<file path="src/include/ifm_pkg.sv">
// How it works
// RULE1 - Codes 0 to 20 route the pin straight to that function.
// RULE2 - Codes 100 to 120 route the inverted pin to function code minus 100.
// RULE3 - Pins sharing one function are ORed together.
// RULE4 - Any other code leaves the pin driving no function.
// RULE5 - Switches and sensors are active high, normally open contacts.
// RULE6 - Output reverse bit, reset 0, inverts every output level when 1.
// RULE7 - Input reverse bit, reset 0, inverts every input level when 1 (the code inverts only decode inputs; PIN_LO..PIN_HI read raw levels).
// RULE8 - Each pin has its own code register; defaults map pins to own functions (reset maps pins 14 to 16 to functions 16 to 18 instead).
// RULE9 - Order: global input inversion, then per-pin inversion, then the OR.
package ifm_pkg;
  localparam int unsigned NUM_PINS   = 17;
  localparam int unsigned NUM_FUNCS  = 21;
  localparam int unsigned CODE_W     = 7;
  localparam int unsigned ADDR_W     = 8;
  localparam int unsigned DATA_W     = 8;
  localparam logic [CODE_W-1:0] PLAIN_MAX = 7'h14;
  localparam logic [CODE_W-1:0] INV_BASE  = 7'h64;
  localparam logic [CODE_W-1:0] INV_MAX   = 7'h78;
  // Pin code registers sit at 0x00..0x10, one per pin.
  localparam logic [ADDR_W-1:0] PIN_CODE_BASE = 8'h00;
  localparam logic [ADDR_W-1:0] LEVEL_CTRL    = 8'h20;
  localparam logic [ADDR_W-1:0] FUNC_LO       = 8'h24;
  localparam logic [ADDR_W-1:0] FUNC_MID      = 8'h25;
  localparam logic [ADDR_W-1:0] FUNC_HI       = 8'h26;
  localparam logic [ADDR_W-1:0] PIN_LO        = 8'h28;
  localparam logic [ADDR_W-1:0] PIN_MID       = 8'h29;
  localparam logic [ADDR_W-1:0] PIN_HI        = 8'h2a;
  localparam int unsigned OUT_REV_BIT = 0;
  localparam int unsigned IN_REV_BIT  = 1;
  localparam logic OUT_REV_RST = 1'b0;
  localparam logic IN_REV_RST  = 1'b0;
  localparam logic [NUM_PINS*CODE_W-1:0] PIN_CODE_RST = {
    7'h12, 7'h11, 7'h10, 7'h0d, 7'h0c, 7'h0b, 7'h0a, 7'h09, 7'h08,
    7'h07, 7'h06, 7'h05, 7'h04, 7'h03, 7'h02, 7'h01, 7'h00};
endpackage

</file>
<file path="src/ifm_pin_decode.sv">
`timescale 1ns/100ps
module ifm_pin_decode
  import ifm_pkg::*;
(
  input  wire logic [CODE_W-1:0]    code,
  input  wire logic                 level,
  output logic      [NUM_FUNCS-1:0] contrib
);
  wire logic              isPlain = (code <= PLAIN_MAX);
  wire logic              isInv   = (code >= INV_BASE) && (code <= INV_MAX);
  wire logic [CODE_W-1:0] invIdx  = code - INV_BASE;
  wire logic [CODE_W-1:0] funcIdx = isInv ? invIdx : code;
  wire logic              pinVal  = isInv ? ~level : level;  // see RULE2 see RULE9
  wire logic              pinOk   = isPlain | isInv;  // see RULE1 see RULE4

  always_comb begin
    contrib = '0;
    for (int f = 0; f < NUM_FUNCS; f++) begin
      contrib[f] = pinOk && (funcIdx == CODE_W'(f)) && pinVal;
    end
  end
endmodule

</file>
<file path="src/ifm_input_function_mapper.sv">
`timescale 1ns/100ps
module ifm_input_function_mapper
  import ifm_pkg::*;
(
  input  wire logic                 sys_clk,
  input  wire logic                 rstn,
  input  wire logic [NUM_PINS-1:0]  pinIn,
  input  wire logic [NUM_FUNCS-1:0] funcOut,
  output logic      [NUM_FUNCS-1:0] funcActive,
  output logic      [NUM_FUNCS-1:0] pinOut,
  input  wire logic [ADDR_W-1:0]    regAddr,
  input  wire logic [DATA_W-1:0]    regWdata,
  input  wire logic                 regWr,
  input  wire logic                 regRd,
  output logic      [DATA_W-1:0]    regRdata
);
  logic [NUM_PINS-1:0]  pinMeta_ff;
  logic [NUM_PINS-1:0]  pinSync_ff;
  logic [CODE_W-1:0]    code_ff [NUM_PINS];
  logic                 outRev_ff;
  logic                 inRev_ff;
  logic [DATA_W-1:0]    rdata_ff;
  logic [NUM_FUNCS-1:0] contrib [NUM_PINS];
  logic [NUM_FUNCS-1:0] nxt_funcActive;
  logic [DATA_W-1:0]    nxt_rdata;

  // Pins are asynchronous to sys_clk, so they pass two flops first.
  always_ff @(posedge sys_clk) begin
    pinMeta_ff <= pinIn;
    pinSync_ff <= pinMeta_ff;
  end

  wire logic [NUM_PINS-1:0] pinLvl = inRev_ff ? ~pinSync_ff : pinSync_ff;  // see RULE7 see RULE9

  genvar p;
  generate
    for (p = 0; p < NUM_PINS; p++) begin : g_pin
      ifm_pin_decode u_dec (
        .code    (code_ff[p]),
        .level   (pinLvl[p]),
        .contrib (contrib[p])
      );
    end
  endgenerate

  always_comb begin
    nxt_funcActive = '0;
    for (int i = 0; i < NUM_PINS; i++) begin
      nxt_funcActive = nxt_funcActive | contrib[i];  // see RULE3
    end
  end

  // Functions are registered so that a glitch in the decode never reaches the machine.
  always_ff @(posedge sys_clk) begin
    if (!rstn) begin
      funcActive <= '0;
      pinOut     <= '0;
    end else begin
      funcActive <= nxt_funcActive;
      pinOut     <= outRev_ff ? ~funcOut : funcOut;  // see RULE6
    end
  end

  wire logic              wrLevel = regWr && (regAddr == LEVEL_CTRL);
  wire logic [ADDR_W-1:0] pinIdx  = regAddr - PIN_CODE_BASE;
  wire logic              inCodes = (regAddr >= PIN_CODE_BASE) &&
                                    (pinIdx < ADDR_W'(NUM_PINS));

  always_ff @(posedge sys_clk) begin
    if (!rstn) begin
      outRev_ff <= OUT_REV_RST;
      inRev_ff  <= IN_REV_RST;
    end else if (wrLevel) begin
      outRev_ff <= regWdata[OUT_REV_BIT];
      inRev_ff  <= regWdata[IN_REV_BIT];
    end
  end

  generate
    for (p = 0; p < NUM_PINS; p++) begin : g_code
      always_ff @(posedge sys_clk) begin
        if (!rstn) begin
          code_ff[p] <= PIN_CODE_RST[p*CODE_W +: CODE_W];  // see RULE8
        end else if (regWr && inCodes && pinIdx == ADDR_W'(p)) begin
          code_ff[p] <= regWdata[CODE_W-1:0];  // see RULE8
        end
      end
    end
  endgenerate

  logic [23:0] funcWide;
  logic [23:0] pinWide;
  assign funcWide = {3'h0, funcActive};
  assign pinWide  = {7'h00, pinSync_ff};

  // One select per readable word; the selects are disjoint, so the words are simply ORed.
  wire logic selLevel  = (regAddr == LEVEL_CTRL);
  wire logic selFuncLo = (regAddr == FUNC_LO);
  wire logic selFuncMd = (regAddr == FUNC_MID);
  wire logic selFuncHi = (regAddr == FUNC_HI);
  wire logic selPinLo  = (regAddr == PIN_LO);
  wire logic selPinMd  = (regAddr == PIN_MID);
  wire logic selPinHi  = (regAddr == PIN_HI);

  // The code word is gated so an address past the last pin never indexes the array.
  wire logic [DATA_W-1:0] codeWord  = inCodes ? {1'b0, code_ff[pinIdx[4:0]]} : '0;
  wire logic [DATA_W-1:0] levelWord = selLevel ? {6'h00, inRev_ff, outRev_ff} : '0;
  wire logic [DATA_W-1:0] funcWord  = selFuncLo ? funcWide[7:0]   :
                                      selFuncMd ? funcWide[15:8]  :
                                      selFuncHi ? funcWide[23:16] : '0;
  wire logic [DATA_W-1:0] pinWord   = selPinLo  ? pinWide[7:0]    :
                                      selPinMd  ? pinWide[15:8]   :
                                      selPinHi  ? pinWide[23:16]  : '0;

  // Unmapped addresses select nothing and therefore read as zero.
  assign nxt_rdata = codeWord | levelWord | funcWord | pinWord;

  always_ff @(posedge sys_clk) begin
    if (!rstn) begin
      rdata_ff <= '0;
    end else if (regRd) begin
      rdata_ff <= nxt_rdata;
    end else begin
      rdata_ff <= '0;
    end
  end

  assign regRdata = rdata_ff;
endmodule

</file>
<file path="config.mk">
export PLATFORM = sky130hd
export DESIGN_NAME = ifm_input_function_mapper
export DESIGN_NICKNAME = d
export VERILOG_FILES = /design/src/include/ifm_pkg.sv /design/src/ifm_pin_decode.sv /design/src/ifm_input_function_mapper.sv
export SDC_FILE = /design/constraint.sdc
export NUM_CORES = 1
export LEC_CHECK = 0
export ABC_CLOCK_PERIOD_IN_PS = 3550
export BUFFER_PORTS_ARGS = -buffer_cell sky130_fd_sc_hd__buf_4
export CORE_AREA = 2 2 172 174
export DETAILED_ROUTE_END_ITERATION = 7
export DIE_AREA = 0 0 174 176
export PLACE_DENSITY = 0.7
export SYNTH_ARGS = -nofsm -noshare
export SYNTH_HDL_FRONTEND = slang
export SYNTH_SLANG_ARGS = --single-unit
</file>
<file path="constraint.sdc">
create_clock -name sys_clk -period 3.55 [get_ports sys_clk]
set_input_delay 0.1775 -clock sys_clk [delete_from_list [all_inputs] [get_ports sys_clk]]
set_output_delay 0.1775 -clock sys_clk [all_outputs]
set_load 0.02 [all_outputs]
</file>
# Word level (Yosys, flattened, before mapping)
# Memories as Yosys holds them, arrays and structs flattened.
# Cells that the tools add are included.
[totals] regBits=86 ramBits=119 input_bits=58 output_inout_bits=50 wordCells=1396 memories=1
[memory_table] name="code_ff" depth=17 word_bits=7 rd=18 rd_clocked_by_memory_dff=0 write_ports=17 line_no="ifm_input_function_mapper.sv:19" text="logic [CODE_W-1:0] code_ff [NUM_PINS];"
[op_classes] n_addsub=17 n_lt_le_gt_ge=53 eq_ne=363 n_mux=113 bitwise=72 n_reduce_logical=770
[ops] cell="$eq A7 B4 Y1 const B" n=136
[ops] cell="$logic_and A1 B1 Y1" n=751
[ops] cell="$eq A7 B5 Y1 const B" n=85
[ops] cell="$eq A7 B3 Y1 const B" n=68
[ops] cell="$or A21 B21 Y21" n=16
[ops] cell="$mux W7" n=35
[ops] cell="$eq A7 B2 Y1 const B" n=34
[ops] cell="$eq A7 B1 Y1 const B" n=17
[ops] cell="$ge A7 B7 Y1 const B" n=17
[ops] cell="$le A7 B5 Y1 const B" n=17
[ops] cell="$le A7 B7 Y1 const B" n=17
[ops] cell="$logic_not A7 Y1" n=17
[ops] cell="$sub A7 B7 Y7 const B" n=17
[ops] cell="$mux W1" n=70
[ops] cell="$eq A8 B4 Y1 const B" n=8
[ops] cell="$eq A8 B6 Y1 const B" n=7
[ops] cell="$or A1 B1 Y1" n=34
[ops] cell="$eq A8 B3 Y1 const B" n=4
[ops] cell="$mux W8" n=4
[ops] cell="$mux W21" n=1
[ops] cell="$not A21 Y21" n=1
[ops] cell="$mux W17" n=1
[ops] cell="$not A1 Y1" n=17
[ops] cell="$not A17 Y17" n=1
[ops] cell="other kinds (12)" n=13

# Logic depth before layout (Yosys ltp)
# An unclocked memory read counts as a cell.
[logic_depth] depth_word=23 ltp_mapped=11 ltp_nobuf=9

# By module
# A second synthesis with hierarchy kept.
[hier_totals] hier_cells=2034 area_unflattened_um2=18210.0
[by_module_without_submodules] module="ifm_input_function_mapper" n_inst=1 cells_per_inst=793 area_per_inst_um2=9255.1 seq_area_each_um2=5295.1
[by_module_without_submodules] module="ifm_pin_decode" n_inst=17 cells_per_inst=73 area_per_inst_um2=526.8 seq_area_each_um2=0.0

# Least setup slack after synthesis
# Ideal clock, no wire load.
[synth_path] path_kind="flip-flop to flip-flop" from="mem code_ff[12][2]" to="reg funcActive[11]" setup_ns=0.125 arrival_time_ns=2.629 setup_slack_ns=0.796 stages_incl_launch_ff=11 cell_sequence="edfxtp_1 > clkbuf_1 > inv_1 > ha_1 > and4bb_1 > o21ai_2 > nor2_1 > a22oi_1 > and2b_1 > or3_1 > o41a_1"
[synth_rtl] item="start: declaration" line_no="ifm_input_function_mapper.sv:19"
[synth_rtl] item="end signal: assignment" line_no="ifm_input_function_mapper.sv:59" text="funcActive <= nxt_funcActive;"
[synth_rtl] item="end: declaration" line_no="ifm_input_function_mapper.sv:9" text="output logic [NUM_FUNCS-1:0] funcActive,"

==> PnR_summary.wiki <==
{| class="wikitable"
! Metric !! Value
|-
| Routed length per placed instance || 32.02 microns
|-
| Maximum clock path buffer count || 3
|-
| Transition at the pin with the smallest max-transition slack || 1.387 ns
|-
| Final hold vios || 0
|-
| Data arrival time at the worst-slack endpoint || 3.90 ns
|-
| HPWL Detailed || 57.21 mm
|-
| Floorplan row count || 62
|-
| RSZ-0062 raised after global routing || no
|-
| Area of the core || 28550 sq um
|-
| Via/cell ratio || 7.352
|-
| Sum of negative setup slack || 0 ns
|-
| Layout area overhead || 17.58%
|-
| Top-area cell type share of the netlist area || 22.84%
|-
| Maximum ir drop on the vdd rail || 0.3672 mV
|-
| Die width || 174 microns
|-
| Peak clock frequency supported by timing || 289.7 MHz
|-
| Max-cap viol count || 0
|-
| Post-synthesis cell type count || 101
|-
| Number of enable-type register cells in the synthesized netlist || 119
|-
| Number of setup buffers added after CTS || 0
|-
| Class of the most critical hold timing path || in -> reg
|-
| Proportion of layout cells with a drive suffix above 1 || 16.37%
|-
| Area after detailed placement || 17270 sq um
|-
| Global-route wire length before repair || 107.6 mm
|-
| Critical-path maximum fanout || 11
|-
| Total setup violations reported at the end of the flow || 0
|-
| TritonCTS clock tree || yes
|-
| Number of sinks on the clock net || 205
|-
| Final critical delay including setup and external delays || 3.451 ns
|-
| Total global routing track utilization || 48.03%
|-
| Routability cong. || 1.143
|-
| Cell type with the highest aggregate area in the netlist || sky130_fd_sc_hd__edfxtp_1
|-
| Overall overflow remaining after global route || 0
|-
| Clk Latency, worst-skew pair || 0.55 ns
|-
| Slew Limit Headroom || 6.527%
|-
| Most frequently used flop master after synthesis || sky130_fd_sc_hd__edfxtp_1
|-
| Synth Warn # || 0
|-
| Final net count || 2066
|-
| Post-layout worst setup margin || 0.09861 ns
|-
| Antenna-violating nets left || 0
|-
| Total number of vias || 17335
|-
| Number of I/O pins || 108
|-
| TritonCTS buffer count || 22
|-
| Endpoint kind of the worst setup timing path || register
|-
| Drt first-iter violations || 3177
|-
| Pin count of the biggest net entering global routing || 48
|-
| Outcome || completed
|-
| Critical path required time || 4.00 ns
|-
| Power density normalized to cell area || 353.2 nW/um^2
|-
| Syn Inst Count || 1783
|-
| Worst-case setup slack after placement || 0.2152 ns
|-
| Number of max-slew violations in the final report || 0
|-
| Summed instance area of the synthesized netlist || 15650 sq um
|-
| Fin util || 64.45%
|-
| Startpoint type of the worst setup path || register
|-
| Clock transition at the register clock pins on the worst setup and hold paths after CTS || 0.08 ns
|-
| Die height || 176 microns
|-
| H-tree levels || 1
|-
| Fraction of synthesis flops using an asynchronous set or reset pin || 0%
|-
| Total detailed-routing wirelength || 75.50 mm
|-
| Top post-synthesis cells by area || sky130_fd_sc_hd__edfxtp_1 23%, sky130_fd_sc_hd__dfxtp_1 11%, sky130_fd_sc_hd__mux4_2 4.9%
|-
| Area of the die || 30620 sq um
|-
| Initial core utilization || 54.81%
|-
| Cell area after layout || 18400 sq um
|-
| Initial DRT Pass Iterations || 7
|-
| Synthesized netlist net count || 1892
|-
| Vias in the first global route || 15968
|-
| Antenna violations before repair || 3
|-
| Worst Clk Skew || 0.02665 ns
|-
| Synth Area per Inst || 8.776 sq um
|-
| Portion of the clock cycle consumed by the worst path in the final layout || 97.22%
|-
| DRC violation count after routing || 0
|-
| Number of I/O port buffers || 106
|-
| Critical Setup Path Class || reg -> reg
|-
| Number of synthesized register bits || 205
|-
| Leakage power || 6.476 nW
|-
| Proportion of synthesized chip area in sequential cells || 33.84%
|-
| Cell chosen for the clock root || sky130_fd_sc_hd__clkbuf_16
|}
-- state kept, by name, indices dropped and copies added (netlist names) --
name        cells
code_ff       119
funcActive     21
pinOut         21
pinMeta_ff     17
pinSync_ff     17
regRdata        8
inRev_ff        1
outRev_ff       1
-- cell families after synthesis --
| logic type | share of synthesized area (%) |
|---|---|
| buffers and inverters | 3.998 |
| adder cells (fa/ha/maj) | 4.078 |
| AND/OR/NAND/NOR | 27.68 |
| XOR/XNOR | 2.239 |
| multiplexers | 6.037 |
| flip-flops | 33.84 |
| AO/OA/AOI/OAI | 22.13 |
-- area by class of cell --
cell class                      count  area, sq um
Fill cell                        2213        10150
Antenna cell                        1        2.502
Sequential cell                   205         5295
Clock buffer                       31        626.9
Multi-Input combinational cell   1419         9736
Timing Repair Buffer              234         1864
Tap cell                          384        480.5
Inverter                           75        281.5
Clock inverter                      9        111.4
-- critical path, cell delays in order, from the launching register on --
cell and delay, ns:
sky130_fd_sc_hd__edfxtp_1 0.64, sky130_fd_sc_hd__ha_1 0.23, sky130_fd_sc_hd__nor3b_1 0.49, sky130_fd_sc_hd__o21bai_1 0.28
sky130_fd_sc_hd__o41ai_1 0.77, sky130_fd_sc_hd__o21ai_0 0.24, sky130_fd_sc_hd__buf_4 0.23, sky130_fd_sc_hd__o22ai_1 0.19
sky130_fd_sc_hd__nor3_1 0.10, sky130_fd_sc_hd__a31oi_1 0.18
-- layout by cell type, fill, tap and decap left out, types with 16 or more instances in the layout --
master                          instances
sky130_fd_sc_hd__inv_1                 75
sky130_fd_sc_hd__mux4_2                34
sky130_fd_sc_hd__o21ai_0               58
sky130_fd_sc_hd__or2_2                 17
sky130_fd_sc_hd__o211ai_1              27
sky130_fd_sc_hd__o31ai_1               22
sky130_fd_sc_hd__nor3b_1               28
sky130_fd_sc_hd__o32ai_1               25
sky130_fd_sc_hd__nand3b_1              21
sky130_fd_sc_hd__dlygate4sd3_1         38
sky130_fd_sc_hd__edfxtp_1             119
sky130_fd_sc_hd__nand3_1               69
sky130_fd_sc_hd__a21oi_1               21
sky130_fd_sc_hd__nand2b_1              19
sky130_fd_sc_hd__o2111ai_1             17
sky130_fd_sc_hd__buf_4                195
sky130_fd_sc_hd__nor4_1                22
sky130_fd_sc_hd__and2_1               111
sky130_fd_sc_hd__a211oi_1              16
sky130_fd_sc_hd__ha_1                  51
sky130_fd_sc_hd__nor3_1                41
sky130_fd_sc_hd__clkbuf_16             23
sky130_fd_sc_hd__xnor2_1               26
sky130_fd_sc_hd__or3_1                 38
sky130_fd_sc_hd__nand4_1               35
sky130_fd_sc_hd__nor2_1               158
sky130_fd_sc_hd__dfxtp_1               86
sky130_fd_sc_hd__a22oi_1               19
sky130_fd_sc_hd__o22ai_1               78
sky130_fd_sc_hd__nand2_1              177
sky130_fd_sc_hd__nor2b_1               29
sky130_fd_sc_hd__a31oi_1               21
-- repair_timing --
action                                 in CTS  in global routing
setup endpoints to repair                   0                  1
hold buffers                               38                  0
endpoints found under the hold margin      38                  0
gates resized for setup                     0                  1
-- stage by stage --
step                total power (W)  hold WS [ns]  cells
detailed placement         0.004006        0.2829   2279
finish                     0.006498       0.07778   2358
CTS                        0.006356       0.06431   2357
global route               0.006616        0.1209   2357
global placement           0.003969        0.2821   2279
floorplan                  0.003481        0.2052   1783
-- worst paths after layout --
check | cells past startpoint | to | slack, ns | startpoint
worst max-delay path | 9 | funcActive[12] | 0.1 | code_ff[5][3]
worst min-delay path | 3 | regRdata[1] | 0.08 | regRd
worst max register to register | 9 | funcActive[12] | 0.1 | code_ff[5][3]
worst min register to register | 0 | pinSync_ff[9] | 0.33 | pinMeta_ff[9]
-- power breakdown --
| group | leakage [nW] | internal [W] | switching (W) |
|---|---|---|---|
| Sequential | 1.86 | 0.00263 | 0.000215 |
| Clock | 0.363 | 0.00139 | 0.00102 |
| Combinational | 4.25 | 0.000464 | 0.000788 |
| Total | 6.48 | 0.00448 | 0.00202 |
-- synth_stat cells, types with 22 or more instances --
master,n
sky130_fd_sc_hd__clkbuf_1,62
sky130_fd_sc_hd__inv_1,75
sky130_fd_sc_hd__nor3b_1,28
sky130_fd_sc_hd__nand3_1,69
sky130_fd_sc_hd__nor4_1,22
sky130_fd_sc_hd__mux4_2,34
sky130_fd_sc_hd__edfxtp_1,119
sky130_fd_sc_hd__or3_1,38
sky130_fd_sc_hd__nand4_1,35
sky130_fd_sc_hd__nor2_1,158
sky130_fd_sc_hd__o32ai_1,25
sky130_fd_sc_hd__o22ai_1,78
sky130_fd_sc_hd__o211ai_1,27
sky130_fd_sc_hd__xnor2_1,26
sky130_fd_sc_hd__ha_1,51
sky130_fd_sc_hd__nand2_1,177
sky130_fd_sc_hd__nor3_1,41
sky130_fd_sc_hd__and2_1,111
sky130_fd_sc_hd__o21ai_0,58
sky130_fd_sc_hd__dfxtp_1,86
sky130_fd_sc_hd__nor2b_1,29
sky130_fd_sc_hd__o31ai_1,22
-- routing by layer --
metal / global-route usage, % / share of wire (%)
met1: 61.22 / 35
met4: 32.07 / 8.9
met5: 0 / 0.029
met3: 13.33 / 15
met2: 71.50 / 41
No activity file was read; power rests on OpenSTA's default activity.
